--- src/bfp_pkg.sv ---
// Shared constants and types of the breaker failure supervision block
package bfp_pkg;

	// System clock and millisecond tick
	localparam int unsigned BFP_CLK_HZ = 32'h017D7840;
	localparam int unsigned BFP_TICK_US = 32'h000003E8;
	localparam int unsigned BFP_TICK_CYC = BFP_CLK_HZ / 32'h000F4240 * BFP_TICK_US;

	// Widths
	localparam int BFP_MS_W = 16;
	localparam int BFP_PCT_W = 8;
	localparam int BFP_CUR_W = 16;
	localparam int BFP_NPH = 3;

	// Setting ranges in ms or percent
	localparam logic [15:0] BFP_BACKUP_MIN = 16'h0064;
	localparam logic [15:0] BFP_BACKUP_MAX = 16'hEA60;
	localparam logic [15:0] BFP_PULSE_MAX = 16'hEA60;
	localparam logic [15:0] BFP_RETRIP_MAX = 16'h03E8;
	localparam logic [7:0] BFP_PH_THR_MIN = 8'h14;
	localparam logic [7:0] BFP_RES_THR_MIN = 8'h0A;
	localparam logic [7:0] BFP_THR_MAX = 8'hC8;

	// Operating selector
	typedef enum logic [1:0] {
		BFP_OFF,
		BFP_CURRENT,
		BFP_CONTACT,
		BFP_BOTH
	} bfp_mode_t;

	// Settings word
	typedef struct packed {
		bfp_mode_t mode;
		logic retrip_en;
		logic [7:0] ph_thr;
		logic [7:0] res_thr;
		logic [15:0] retrip_ms;
		logic [15:0] backup_ms;
		logic [15:0] pulse_ms;
	} bfp_cfg_t;

	localparam bfp_cfg_t BFP_CFG_RST = '{
		mode: BFP_OFF,
		retrip_en: 1'h0,
		ph_thr: 8'h1E,
		res_thr: 8'h14,
		retrip_ms: 16'h0064,
		backup_ms: 16'h03E8,
		pulse_ms: 16'h0064
	};

endpackage

--- src/bfp_timer.sv ---
// Backup and retrip timers of one supervised channel
module bfp_timer import bfp_pkg::*; (
	// Clock and reset
	input wire logic i_clk,
	input wire logic i_rst_n,
	// Control
	input wire logic i_tick,
	input wire logic i_enable,
	input wire logic i_start,
	input wire logic i_fault,
	// Delays
	input wire logic [BFP_MS_W-1:0] i_backup_ms,
	input wire logic [BFP_MS_W-1:0] i_retrip_ms,
	// Results
	output logic o_backup_fire,
	output logic o_retrip_fire,
	output logic o_running
);

	logic start_d_r;
	logic run_r;
	logic bu_done_r;
	logic rt_done_r;
	logic [BFP_MS_W-1:0] cnt_r;

	wire logic start_rise = i_start & ~start_d_r;
	wire logic keep = i_enable & i_start & i_fault;
	wire logic cnt_max = &cnt_r;
	wire logic bu_hit = run_r & ~bu_done_r & (cnt_r >= i_backup_ms);
	wire logic rt_hit = run_r & ~rt_done_r & (cnt_r >= i_retrip_ms);

	always_ff @(posedge i_clk or negedge i_rst_n) begin
		if (!i_rst_n) begin
			start_d_r <= 1'h0;
		end else begin
			start_d_r <= i_start;
		end
	end

	always_ff @(posedge i_clk or negedge i_rst_n) begin
		if (!i_rst_n) begin
			run_r <= 1'h0;
			cnt_r <= '0;
			bu_done_r <= 1'h0;
			rt_done_r <= 1'h0;
		end else if (!keep) begin // RULE18
			run_r <= 1'h0;
			cnt_r <= '0;
			bu_done_r <= 1'h0;
			rt_done_r <= 1'h0;
		end else if (start_rise) begin // RULE1
			run_r <= 1'h1;
			cnt_r <= '0;
			bu_done_r <= 1'h0;
			rt_done_r <= 1'h0;
		end else begin
			if (run_r && i_tick && !cnt_max) begin // RULE18
				cnt_r <= cnt_r + 1'h1;
			end
			if (bu_hit) begin
				bu_done_r <= 1'h1;
			end
			if (rt_hit) begin
				rt_done_r <= 1'h1;
			end
		end
	end

	always_ff @(posedge i_clk or negedge i_rst_n) begin
		if (!i_rst_n) begin
			o_backup_fire <= 1'h0;
			o_retrip_fire <= 1'h0;
			o_running <= 1'h0;
		end else begin
			o_backup_fire <= bu_hit & keep; // RULE9
			o_retrip_fire <= rt_hit & keep; // RULE11
			o_running <= run_r;
		end
	end
endmodule

--- src/bfp_pulse.sv ---
// Trip pulse stretcher with a minimum length in ms
module bfp_pulse import bfp_pkg::*; (
	// Clock and reset
	input wire logic i_clk,
	input wire logic i_rst_n,
	// Control
	input wire logic i_tick,
	input wire logic i_kill,
	input wire logic i_fire,
	input wire logic [BFP_MS_W-1:0] i_pulse_ms,
	// Trip
	output logic o_trip
);

	logic [BFP_MS_W-1:0] left_r;

	always_ff @(posedge i_clk or negedge i_rst_n) begin
		if (!i_rst_n) begin
			o_trip <= 1'h0;
			left_r <= '0;
		end else if (i_kill) begin // RULE13
			o_trip <= 1'h0;
			left_r <= '0;
		end else if (i_fire) begin // RULE10
			o_trip <= 1'h1;
			left_r <= i_pulse_ms;
		end else if (o_trip && i_tick) begin
			if (left_r == '0) begin
				o_trip <= 1'h0;
			end else begin
				left_r <= left_r - 1'h1;
			end
		end
	end
endmodule

--- src/bfp_top.sv ---
// Breaker failure supervision: timers, supervision modes and trip outputs
// What this block does
// RULE1 - Start edge starts backup and retrip timers, separately per phase.
// RULE2 - Other logic gives a general start or three phase starts.
// RULE3 - Selector picks off, current, contact or current-and-contact supervision.
// RULE4 - Current mode ignores breaker contacts; only current comparisons count.
// RULE5 - Contact mode ignores current thresholds; only breaker contacts count.
// RULE6 - Common variant uses one breaker input, single-pole one per phase.
// RULE7 - Combined mode resets only when currents low and breaker open.
// RULE8 - Selector off means no backup trip and no retrip.
// RULE9 - Backup timer expiry with fault still present gives backup trip.
// RULE10 - Every trip lasts at least the pulse duration setting.
// RULE11 - Retrip enabled: phase retrip timer expiry gives that phase's retrip.
// RULE12 - Retrips only in single-pole variant; common gives backup trip only.
// RULE13 - Block input inhibits the function and its trips.
// RULE14 - Backup delay 100 to 60000 ms, default 1000; pulse 0-60000, 100.
// RULE15 - Retrip delay 0 to 1000 ms default 100; retrip off by default.
// RULE16 - Phase threshold 20-200 percent default 30; residual 10-200, 20.
// RULE17 - Residual start input plus per-phase and residual above-threshold flags.
// RULE18 - Timers count a ms tick and clear on start fall or fault loss.
module bfp_top import bfp_pkg::*; #(
	parameter bit SINGLE_POLE = 1'b1,
	parameter int unsigned TICK_CYC = BFP_TICK_CYC
) (
	// Clock and reset
	input wire logic i_clk,
	input wire logic i_rst_n,
	// Settings
	input wire logic i_cfg_wr,
	input wire bfp_cfg_t i_cfg,
	// Start requests
	input wire logic i_general_start_request,
	input wire logic i_phase1_start_request,
	input wire logic i_phase2_start_request,
	input wire logic i_phase3_start_request,
	input wire logic i_residual_start_request,
	// Breaker state and blocking
	input wire logic i_breaker_closed_common,
	input wire logic i_breaker_closed_phase1,
	input wire logic i_breaker_closed_phase2,
	input wire logic i_breaker_closed_phase3,
	input wire logic i_block,
	// Current magnitudes in percent of nominal
	input wire logic [BFP_NPH-1:0][BFP_CUR_W-1:0] i_cur_ph,
	input wire logic [BFP_CUR_W-1:0] i_cur_res,
	// Trips
	output logic o_backup_trip_out,
	output logic o_phase1_retrip_out,
	output logic o_phase2_retrip_out,
	output logic o_phase3_retrip_out,
	// Status
	output logic [BFP_NPH-1:0] o_ph_above,
	output logic o_res_above,
	output logic o_running,
	output bfp_cfg_t o_cfg
);

	localparam int NCH = SINGLE_POLE ? BFP_NPH : 1;
	localparam int TW = (TICK_CYC > 1) ? $clog2(TICK_CYC) : 1;

	if (TICK_CYC < 2) begin : g_bad_tick
		$error("TICK_CYC must be at least 2");
	end

	if (BFP_NPH != 3) begin : g_bad_nph
		$error("three phases expected");
	end

	bfp_cfg_t cfg_r;
	bfp_cfg_t cfg_nxt;
	logic [TW-1:0] tick_cnt_r;
	logic tick_r;
	logic [BFP_NPH-1:0] ph_above_r;
	logic res_above_r;
	logic running_r;
	logic [BFP_NPH-1:0] ch_start;
	logic [BFP_NPH-1:0] ch_cur;
	logic [BFP_NPH-1:0] ch_cont;
	logic [BFP_NPH-1:0] ch_fault;
	logic [BFP_NPH-1:0] bu_fire;
	logic [BFP_NPH-1:0] rt_fire;
	logic [BFP_NPH-1:0] ch_run;
	logic [BFP_NPH-1:0] retrip_q;
	logic [BFP_NPH-1:0] ph_above_nxt;

	// Settings clamped to their ranges on write
	wire logic [15:0] wr_backup =
		(i_cfg.backup_ms < BFP_BACKUP_MIN) ? BFP_BACKUP_MIN :
		(i_cfg.backup_ms > BFP_BACKUP_MAX) ? BFP_BACKUP_MAX :
		i_cfg.backup_ms;
	wire logic [15:0] wr_pulse =
		(i_cfg.pulse_ms > BFP_PULSE_MAX) ? BFP_PULSE_MAX : i_cfg.pulse_ms;
	wire logic [15:0] wr_retrip =
		(i_cfg.retrip_ms > BFP_RETRIP_MAX) ? BFP_RETRIP_MAX :
		i_cfg.retrip_ms;
	wire logic [7:0] wr_ph_thr =
		(i_cfg.ph_thr < BFP_PH_THR_MIN) ? BFP_PH_THR_MIN :
		(i_cfg.ph_thr > BFP_THR_MAX) ? BFP_THR_MAX : i_cfg.ph_thr;
	wire logic [7:0] wr_res_thr =
		(i_cfg.res_thr < BFP_RES_THR_MIN) ? BFP_RES_THR_MIN :
		(i_cfg.res_thr > BFP_THR_MAX) ? BFP_THR_MAX : i_cfg.res_thr;

	always_comb begin
		cfg_nxt = i_cfg; // RULE3
		cfg_nxt.backup_ms = wr_backup; // RULE14
		cfg_nxt.pulse_ms = wr_pulse; // RULE14
		cfg_nxt.retrip_ms = wr_retrip; // RULE15
		cfg_nxt.ph_thr = wr_ph_thr; // RULE16
		cfg_nxt.res_thr = wr_res_thr; // RULE16
		cfg_nxt.retrip_en = i_cfg.retrip_en & SINGLE_POLE; // RULE12
	end

	always_ff @(posedge i_clk or negedge i_rst_n) begin
		if (!i_rst_n) begin
			cfg_r <= BFP_CFG_RST; // RULE14 RULE15 RULE16
		end else if (i_cfg_wr) begin
			cfg_r <= cfg_nxt;
		end
	end

	// Millisecond tick
	wire logic tick_wrap = (tick_cnt_r == TW'(TICK_CYC - 1));

	always_ff @(posedge i_clk or negedge i_rst_n) begin
		if (!i_rst_n) begin
			tick_cnt_r <= '0;
			tick_r <= 1'h0;
		end else begin
			tick_cnt_r <= tick_wrap ? '0 : tick_cnt_r + 1'h1; // RULE18
			tick_r <= tick_wrap;
		end
	end

	// Inhibit by selector or block input
	wire logic inhibit = (cfg_r.mode == BFP_OFF) | i_block; // RULE8 RULE13

	// Current comparators
	wire logic res_above_nxt =
		i_cur_res > {8'h00, cfg_r.res_thr}; // RULE17

	always_ff @(posedge i_clk or negedge i_rst_n) begin
		if (!i_rst_n) begin
			ph_above_r <= '0;
			res_above_r <= 1'h0;
		end else begin
			ph_above_r <= ph_above_nxt; // RULE17
			res_above_r <= res_above_nxt;
		end
	end

	// Per-channel starts and fault persistence
	wire logic [BFP_NPH-1:0] st_ph = {i_phase3_start_request,
		i_phase2_start_request, i_phase1_start_request};
	wire logic [BFP_NPH-1:0] cb_ph = {i_breaker_closed_phase3,
		i_breaker_closed_phase2, i_breaker_closed_phase1};
	wire logic any_start = i_general_start_request |
		i_residual_start_request | (|st_ph);

	for (genvar p = 0; p < BFP_NPH; p++) begin : g_ch
		assign ph_above_nxt[p] = i_cur_ph[p] > {8'h00, cfg_r.ph_thr};
		if (p < NCH) begin : g_used
			if (SINGLE_POLE) begin : g_sp
				assign ch_start[p] = i_general_start_request |
					i_residual_start_request | st_ph[p]; // RULE2
				assign ch_cur[p] = ph_above_r[p] | res_above_r;
				assign ch_cont[p] = cb_ph[p]; // RULE6
			end else begin : g_cp
				assign ch_start[p] = any_start; // RULE2
				assign ch_cur[p] = (|ph_above_r) | res_above_r;
				assign ch_cont[p] = i_breaker_closed_common; // RULE6
			end
			assign ch_fault[p] =
				(cfg_r.mode == BFP_CURRENT) ? ch_cur[p] : // RULE4
				(cfg_r.mode == BFP_CONTACT) ? ch_cont[p] : // RULE5
				(cfg_r.mode == BFP_BOTH) ? (ch_cur[p] | ch_cont[p]) : // RULE7
				1'h0;

			bfp_timer u_timer (
				.i_clk(i_clk),
				.i_rst_n(i_rst_n),
				.i_tick(tick_r),
				.i_enable(~inhibit),
				.i_start(ch_start[p]),
				.i_fault(ch_fault[p]),
				.i_backup_ms(cfg_r.backup_ms),
				.i_retrip_ms(cfg_r.retrip_ms),
				.o_backup_fire(bu_fire[p]),
				.o_retrip_fire(rt_fire[p]),
				.o_running(ch_run[p])
			);

			if (SINGLE_POLE) begin : g_rt
				bfp_pulse u_retrip (
					.i_clk(i_clk),
					.i_rst_n(i_rst_n),
					.i_tick(tick_r),
					.i_kill(inhibit),
					.i_fire(rt_fire[p] & cfg_r.retrip_en), // RULE11
					.i_pulse_ms(cfg_r.pulse_ms),
					.o_trip(retrip_q[p])
				);
			end else begin : g_nort
				always_ff @(posedge i_clk or negedge i_rst_n) begin
					if (!i_rst_n) begin
						retrip_q[p] <= 1'h0;
					end else begin
						retrip_q[p] <= 1'h0; // RULE12
					end
				end
			end
		end else begin : g_unused
			assign ch_start[p] = 1'h0;
			assign ch_cur[p] = 1'h0;
			assign ch_cont[p] = 1'h0;
			assign ch_fault[p] = 1'h0;
			assign bu_fire[p] = 1'h0;
			assign rt_fire[p] = 1'h0;
			assign ch_run[p] = 1'h0;
			always_ff @(posedge i_clk or negedge i_rst_n) begin
				if (!i_rst_n) begin
					retrip_q[p] <= 1'h0;
				end else begin
					retrip_q[p] <= 1'h0; // RULE12
				end
			end
		end
	end

	wire logic any_bu_fire = |bu_fire;

	// Backup trip pulse
	bfp_pulse u_backup (
		.i_clk(i_clk),
		.i_rst_n(i_rst_n),
		.i_tick(tick_r),
		.i_kill(inhibit),
		.i_fire(any_bu_fire), // RULE9
		.i_pulse_ms(cfg_r.pulse_ms),
		.o_trip(o_backup_trip_out)
	);

	always_ff @(posedge i_clk or negedge i_rst_n) begin
		if (!i_rst_n) begin
			running_r <= 1'h0;
		end else begin
			running_r <= |ch_run;
		end
	end

	assign o_phase1_retrip_out = retrip_q[0];
	assign o_phase2_retrip_out = retrip_q[1];
	assign o_phase3_retrip_out = retrip_q[2];
	assign o_ph_above = ph_above_r;
	assign o_res_above = res_above_r;
	assign o_running = running_r;
	assign o_cfg = cfg_r;
endmodule

--- config.mk ---
export PLATFORM = sky130hd
export DESIGN_NAME = bfp_top
export DESIGN_NICKNAME = d
export VERILOG_FILES = /design/src/bfp_pkg.sv /design/src/bfp_timer.sv /design/src/bfp_pulse.sv /design/src/bfp_top.sv
export SDC_FILE = /design/constraint.sdc
export NUM_CORES = 1
export LEC_CHECK = 0
export BUFFER_PORTS_ARGS = -buffer_cell sky130_fd_sc_hd__clkbuf_2
export CORE_ASPECT_RATIO = 1.75
export CORE_MARGIN = 2
export CORE_UTILIZATION = 41
export CTS_CLUSTER_SIZE = 10
export DETAILED_ROUTE_END_ITERATION = 10
export HOLD_SLACK_MARGIN = 0.05
export SYNTH_ARGS = -nofsm -noshare
export SYNTH_HDL_FRONTEND = slang
export SYNTH_SLANG_ARGS = --single-unit
--- constraint.sdc ---
create_clock -name i_clk -period 5.95 [get_ports i_clk]
set_clock_uncertainty 0.15 [all_clocks]
set_input_delay 0.2975 -clock i_clk [delete_from_list [all_inputs] [get_ports i_clk]]
set_output_delay 0.2975 -clock i_clk [all_outputs]
set_load 0.03 [all_outputs]
==> impl_metrics.ini <==
[final_layout]
multi_input_area_um2 = 7890
postLayoutCellArea_um2 = 17300
seqCellArea_um2 = 5650
utilization_pct = 51.3
fillCellCount = 3190
final_nets = 2090
area_growth_pct = 23.3
drive_gt1_share_pct = 16.1
diodes = 0
final_cell_count_no_fill = 2282

[routing]
routed_wl_um = 43500
ant_nets = 0
via_per_inst = 5.64
dr.first_iter.drc_count = 597
drcViolationCount = 0
wl_per_cell_um = 19.1
num_vias = 12875
dr.pass1.iters = 5

[sta]
setup_ws_ps = 2920
tightest_slew_ps = 1100
post-route-period-util_pct = 50.9
fin_crit_ps = 3030
slew_viol_final = 0
fmax_mhz = 330
final.setup.tns_ps = 0
grt_setup_unrepaired = no
whs_ps = 57.9
hold_violations = 0
setup_violations = 0
slew-limit-headroom_pct = 26.4

[place]
dpl.cell_count = 2142
place.gp.congestion = 0.891
post-place-ws_ps = 3190
place.port_buffers = 218
hpwl_um = 31500
place_area_um2 = 15600

[synth]
synth_edf_count = 0
postSynthCellCount = 1507
ys_warn_count = 0
synth.distinct_cells = 71
ys_seq_area_share_pct = 40.3
syn_area_um2 = 14000
synth-async-reset-ratio_pct = 100
avgSynthCellArea_um2 = 9.31
syn-num-nets = 1791
synth-main-ff-cell = dfrtp_1
ys_ff_latch = 225

[setup_path]
cp.arrival_ps = 3320
crit_family = buffers and inverters
critPathKind = input pin to flip-flop
r2r-start = g_ch[1].g_used.g_rt.u_retrip.left_r[9]
r2r_slack_ps = 3110
cpMostUsedCell = dlygate4sd3_1
crit_path_end_kind = flip-flop
path_buf_inv = 5
slowest_stage = dlygate4sd3_1
worstPathMaxFanout = 1
cpPeakStageDelay_ps = 570
ff2ff_path_depth = 5
crit_start = i_cur_ph[15]
path_depth = 8
crit_required_ps = 6240
r2r_end = g_ch[1].g_used.g_rt.u_retrip.left_r[15]
setup.worst_path.start_class = input pin
crit_chain = dlygate4sd3_1, clkbuf_2, or4_1, dlygate4sd3_1, nor2_1, dlygate4sd3_1, o311ai_0, dlygate4sd3_1

[global_routing]
grt_max_degree = 186
grt_pass1_wl_um = 68200
antenna_found_initial = 0
overflow = 0
track_usage_pct = 24.2
grt_pass1_vias = 13221

[floorplan]
core-area_um2 = 33700
start_util_pct = 41.6
die_x_um = 144
rows = 89
dieArea_um2 = 35800
die_h_um = 249
ios = 220

[clock_tree]
cts_tree = done
ctsHtreeMaxLevel = 1
cts_made_buffers = 27
cts_num_sinks = 225
insertion_delay_ps = 550
cts_buffer_depth = 3
root_buffer = clkbuf_16
clk_pin_slew_worst_paths_ps = 60
cts_resized = 0

[power_and_ir_drop]
peakVddDrop_mv = 0.183
power.density_nw_per_um2 = 215
totalPowerFinal_mw = 3.72
p_leak_nw = 7.79

[run_status]
status = finished clean

[run]
drv_cap = 0

[min_path]
min_path_type = input pin to asynchronous set/reset pin
==> how the worst max path moves through the flow <==
stage,slack [ps],to
2_1_floorplan,3710,u_backup.left_r[2]
3_3_place_gp,3160,g_ch[1].g_used.g_rt.u_retrip.left_r[15]
3_5_place_dp,3190,g_ch[1].g_used.g_rt.u_retrip.left_r[15]
4_1_cts,2920,o_ph_above[0]
5_1_grt,2840,o_ph_above[0]
6_report,2920,o_ph_above[0]
==> placed cells by master, fill, tap and decap left out, types with 8 or more instances in the layout <==
cell | synthesis | layout
and4_1 | 10 | 10
a211oi_1 | 20 | 20
nand4_1 | 53 | 53
o21ai_0 | 118 | 118
dlygate4sd3_1 | 0 | 90
or3_1 | 14 | 14
a21oi_1 | 111 | 111
a31oi_1 | 18 | 18
inv_1 | 87 | 87
o2111ai_1 | 9 | 9
o211ai_1 | 15 | 15
o22ai_1 | 10 | 10
clkbuf_2 | 0 | 216
nand2b_1 | 11 | 11
a21boi_0 | 9 | 9
nor3_1 | 33 | 32
xor2_1 | 46 | 46
clkbuf_1 | 37 | 18
a22o_1 | 8 | 8
nor2_1 | 138 | 137
ha_1 | 140 | 140
dfstp_2 | 18 | 18
and2_1 | 11 | 11
xnor2_1 | 55 | 55
nor4_1 | 23 | 23
nand2_1 | 80 | 80
a21o_1 | 13 | 13
nor2b_1 | 13 | 13
o311ai_0 | 10 | 10
dfrtp_1 | 207 | 207
or4_1 | 14 | 14
clkbuf_16 | 0 | 27
and3_1 | 18 | 18
mux2i_1 | 12 | 12
nand3_1 | 51 | 51
==> metal layers <==
layer  global-route usage, %  vias up  part of all wire (%)
met1                    26.2     6240                    38
met5                       0        -                     0
met3                    3.29      127                   4.5
met2                    44.6      363                    52
li1                        -     6145                     -
met4                    13.1        0                   5.7
==> synthesized netlist by cell type (all sizes together) (7+ instances only) <==
master	count	share of area, %
o21ai	118	4.2
o2111ai	9	0.56
a311oi	7	0.44
nand4	53	2.4
and2	13	0.58
nor3	34	1.3
a211oi	22	1.2
o211ai	15	0.80
a21oi	111	4.0
nand2b	11	0.49
mux2i	12	0.86
dfstp	18	3.4
xnor2	55	3.4
or3	14	0.62
a21o	14	0.76
inv	87	2.3
nor4	25	1.3
a31oi	18	0.80
a22o	8	0.50
and4	10	0.62
nor4b	8	0.54
nand3	52	1.9
or4	15	0.83
and3	18	0.80
nor2b	13	0.58
dfrtp	207	37
ha	140	12
o311ai	10	0.62
nor2	138	3.7
a21boi	9	0.48
clkbuf	37	0.99
o22ai	10	0.45
nand2	80	2.1
xor2	46	2.9
==> state kept, by name, indices dropped and copies added (netlist names), 15 cells and up <==
name	flops
u_backup.left_r	16
g_ch.g_used.g_rt.u_retrip.left_r	48
g_ch.g_used.u_timer.cnt_r	48
o_cfg	67
tick_cnt_r	15
==> cells by family (layout without fill, tap and decap cells) <==
kind of cell | count (synthesis) | in the layout | synth area share, %
simple gates | 503 | 503 | 18.9
compound gates | 389 | 389 | 17.2
flops | 225 | 225 | 40.3
fa+ha+maj | 140 | 140 | 12.5
buf+inv | 131 | 451 | 3.53
xor+xnor | 101 | 101 | 6.31
mux | 18 | 18 | 1.34
==> timing repair <==
action / 4_1_cts / 5_1_grt
setup endpoints to repair: 0 / 0
endpoints found under the hold margin: 108 / 0
buffers inserted: 0 / 0
hold buffers: 90 / 0
==> power by group <==
group          total, mW  internal, mW  switching [mW]
sequential          1.65          1.58          0.0718
clock               1.55         0.885           0.661
combinational      0.525         0.194           0.331
==> final cells by class <==
class / count / area share, %
repair buffers: 313 / 11.9
well taps: 455 / 3.29
multi-input cells: 1151 / 45.6
clock inverters: 2 / 0.101
flip-flops and latches: 225 / 32.7
clock buffers: 48 / 4.54
inverters: 88 / 1.91
No activity file was read; power rests on OpenSTA's default activity.
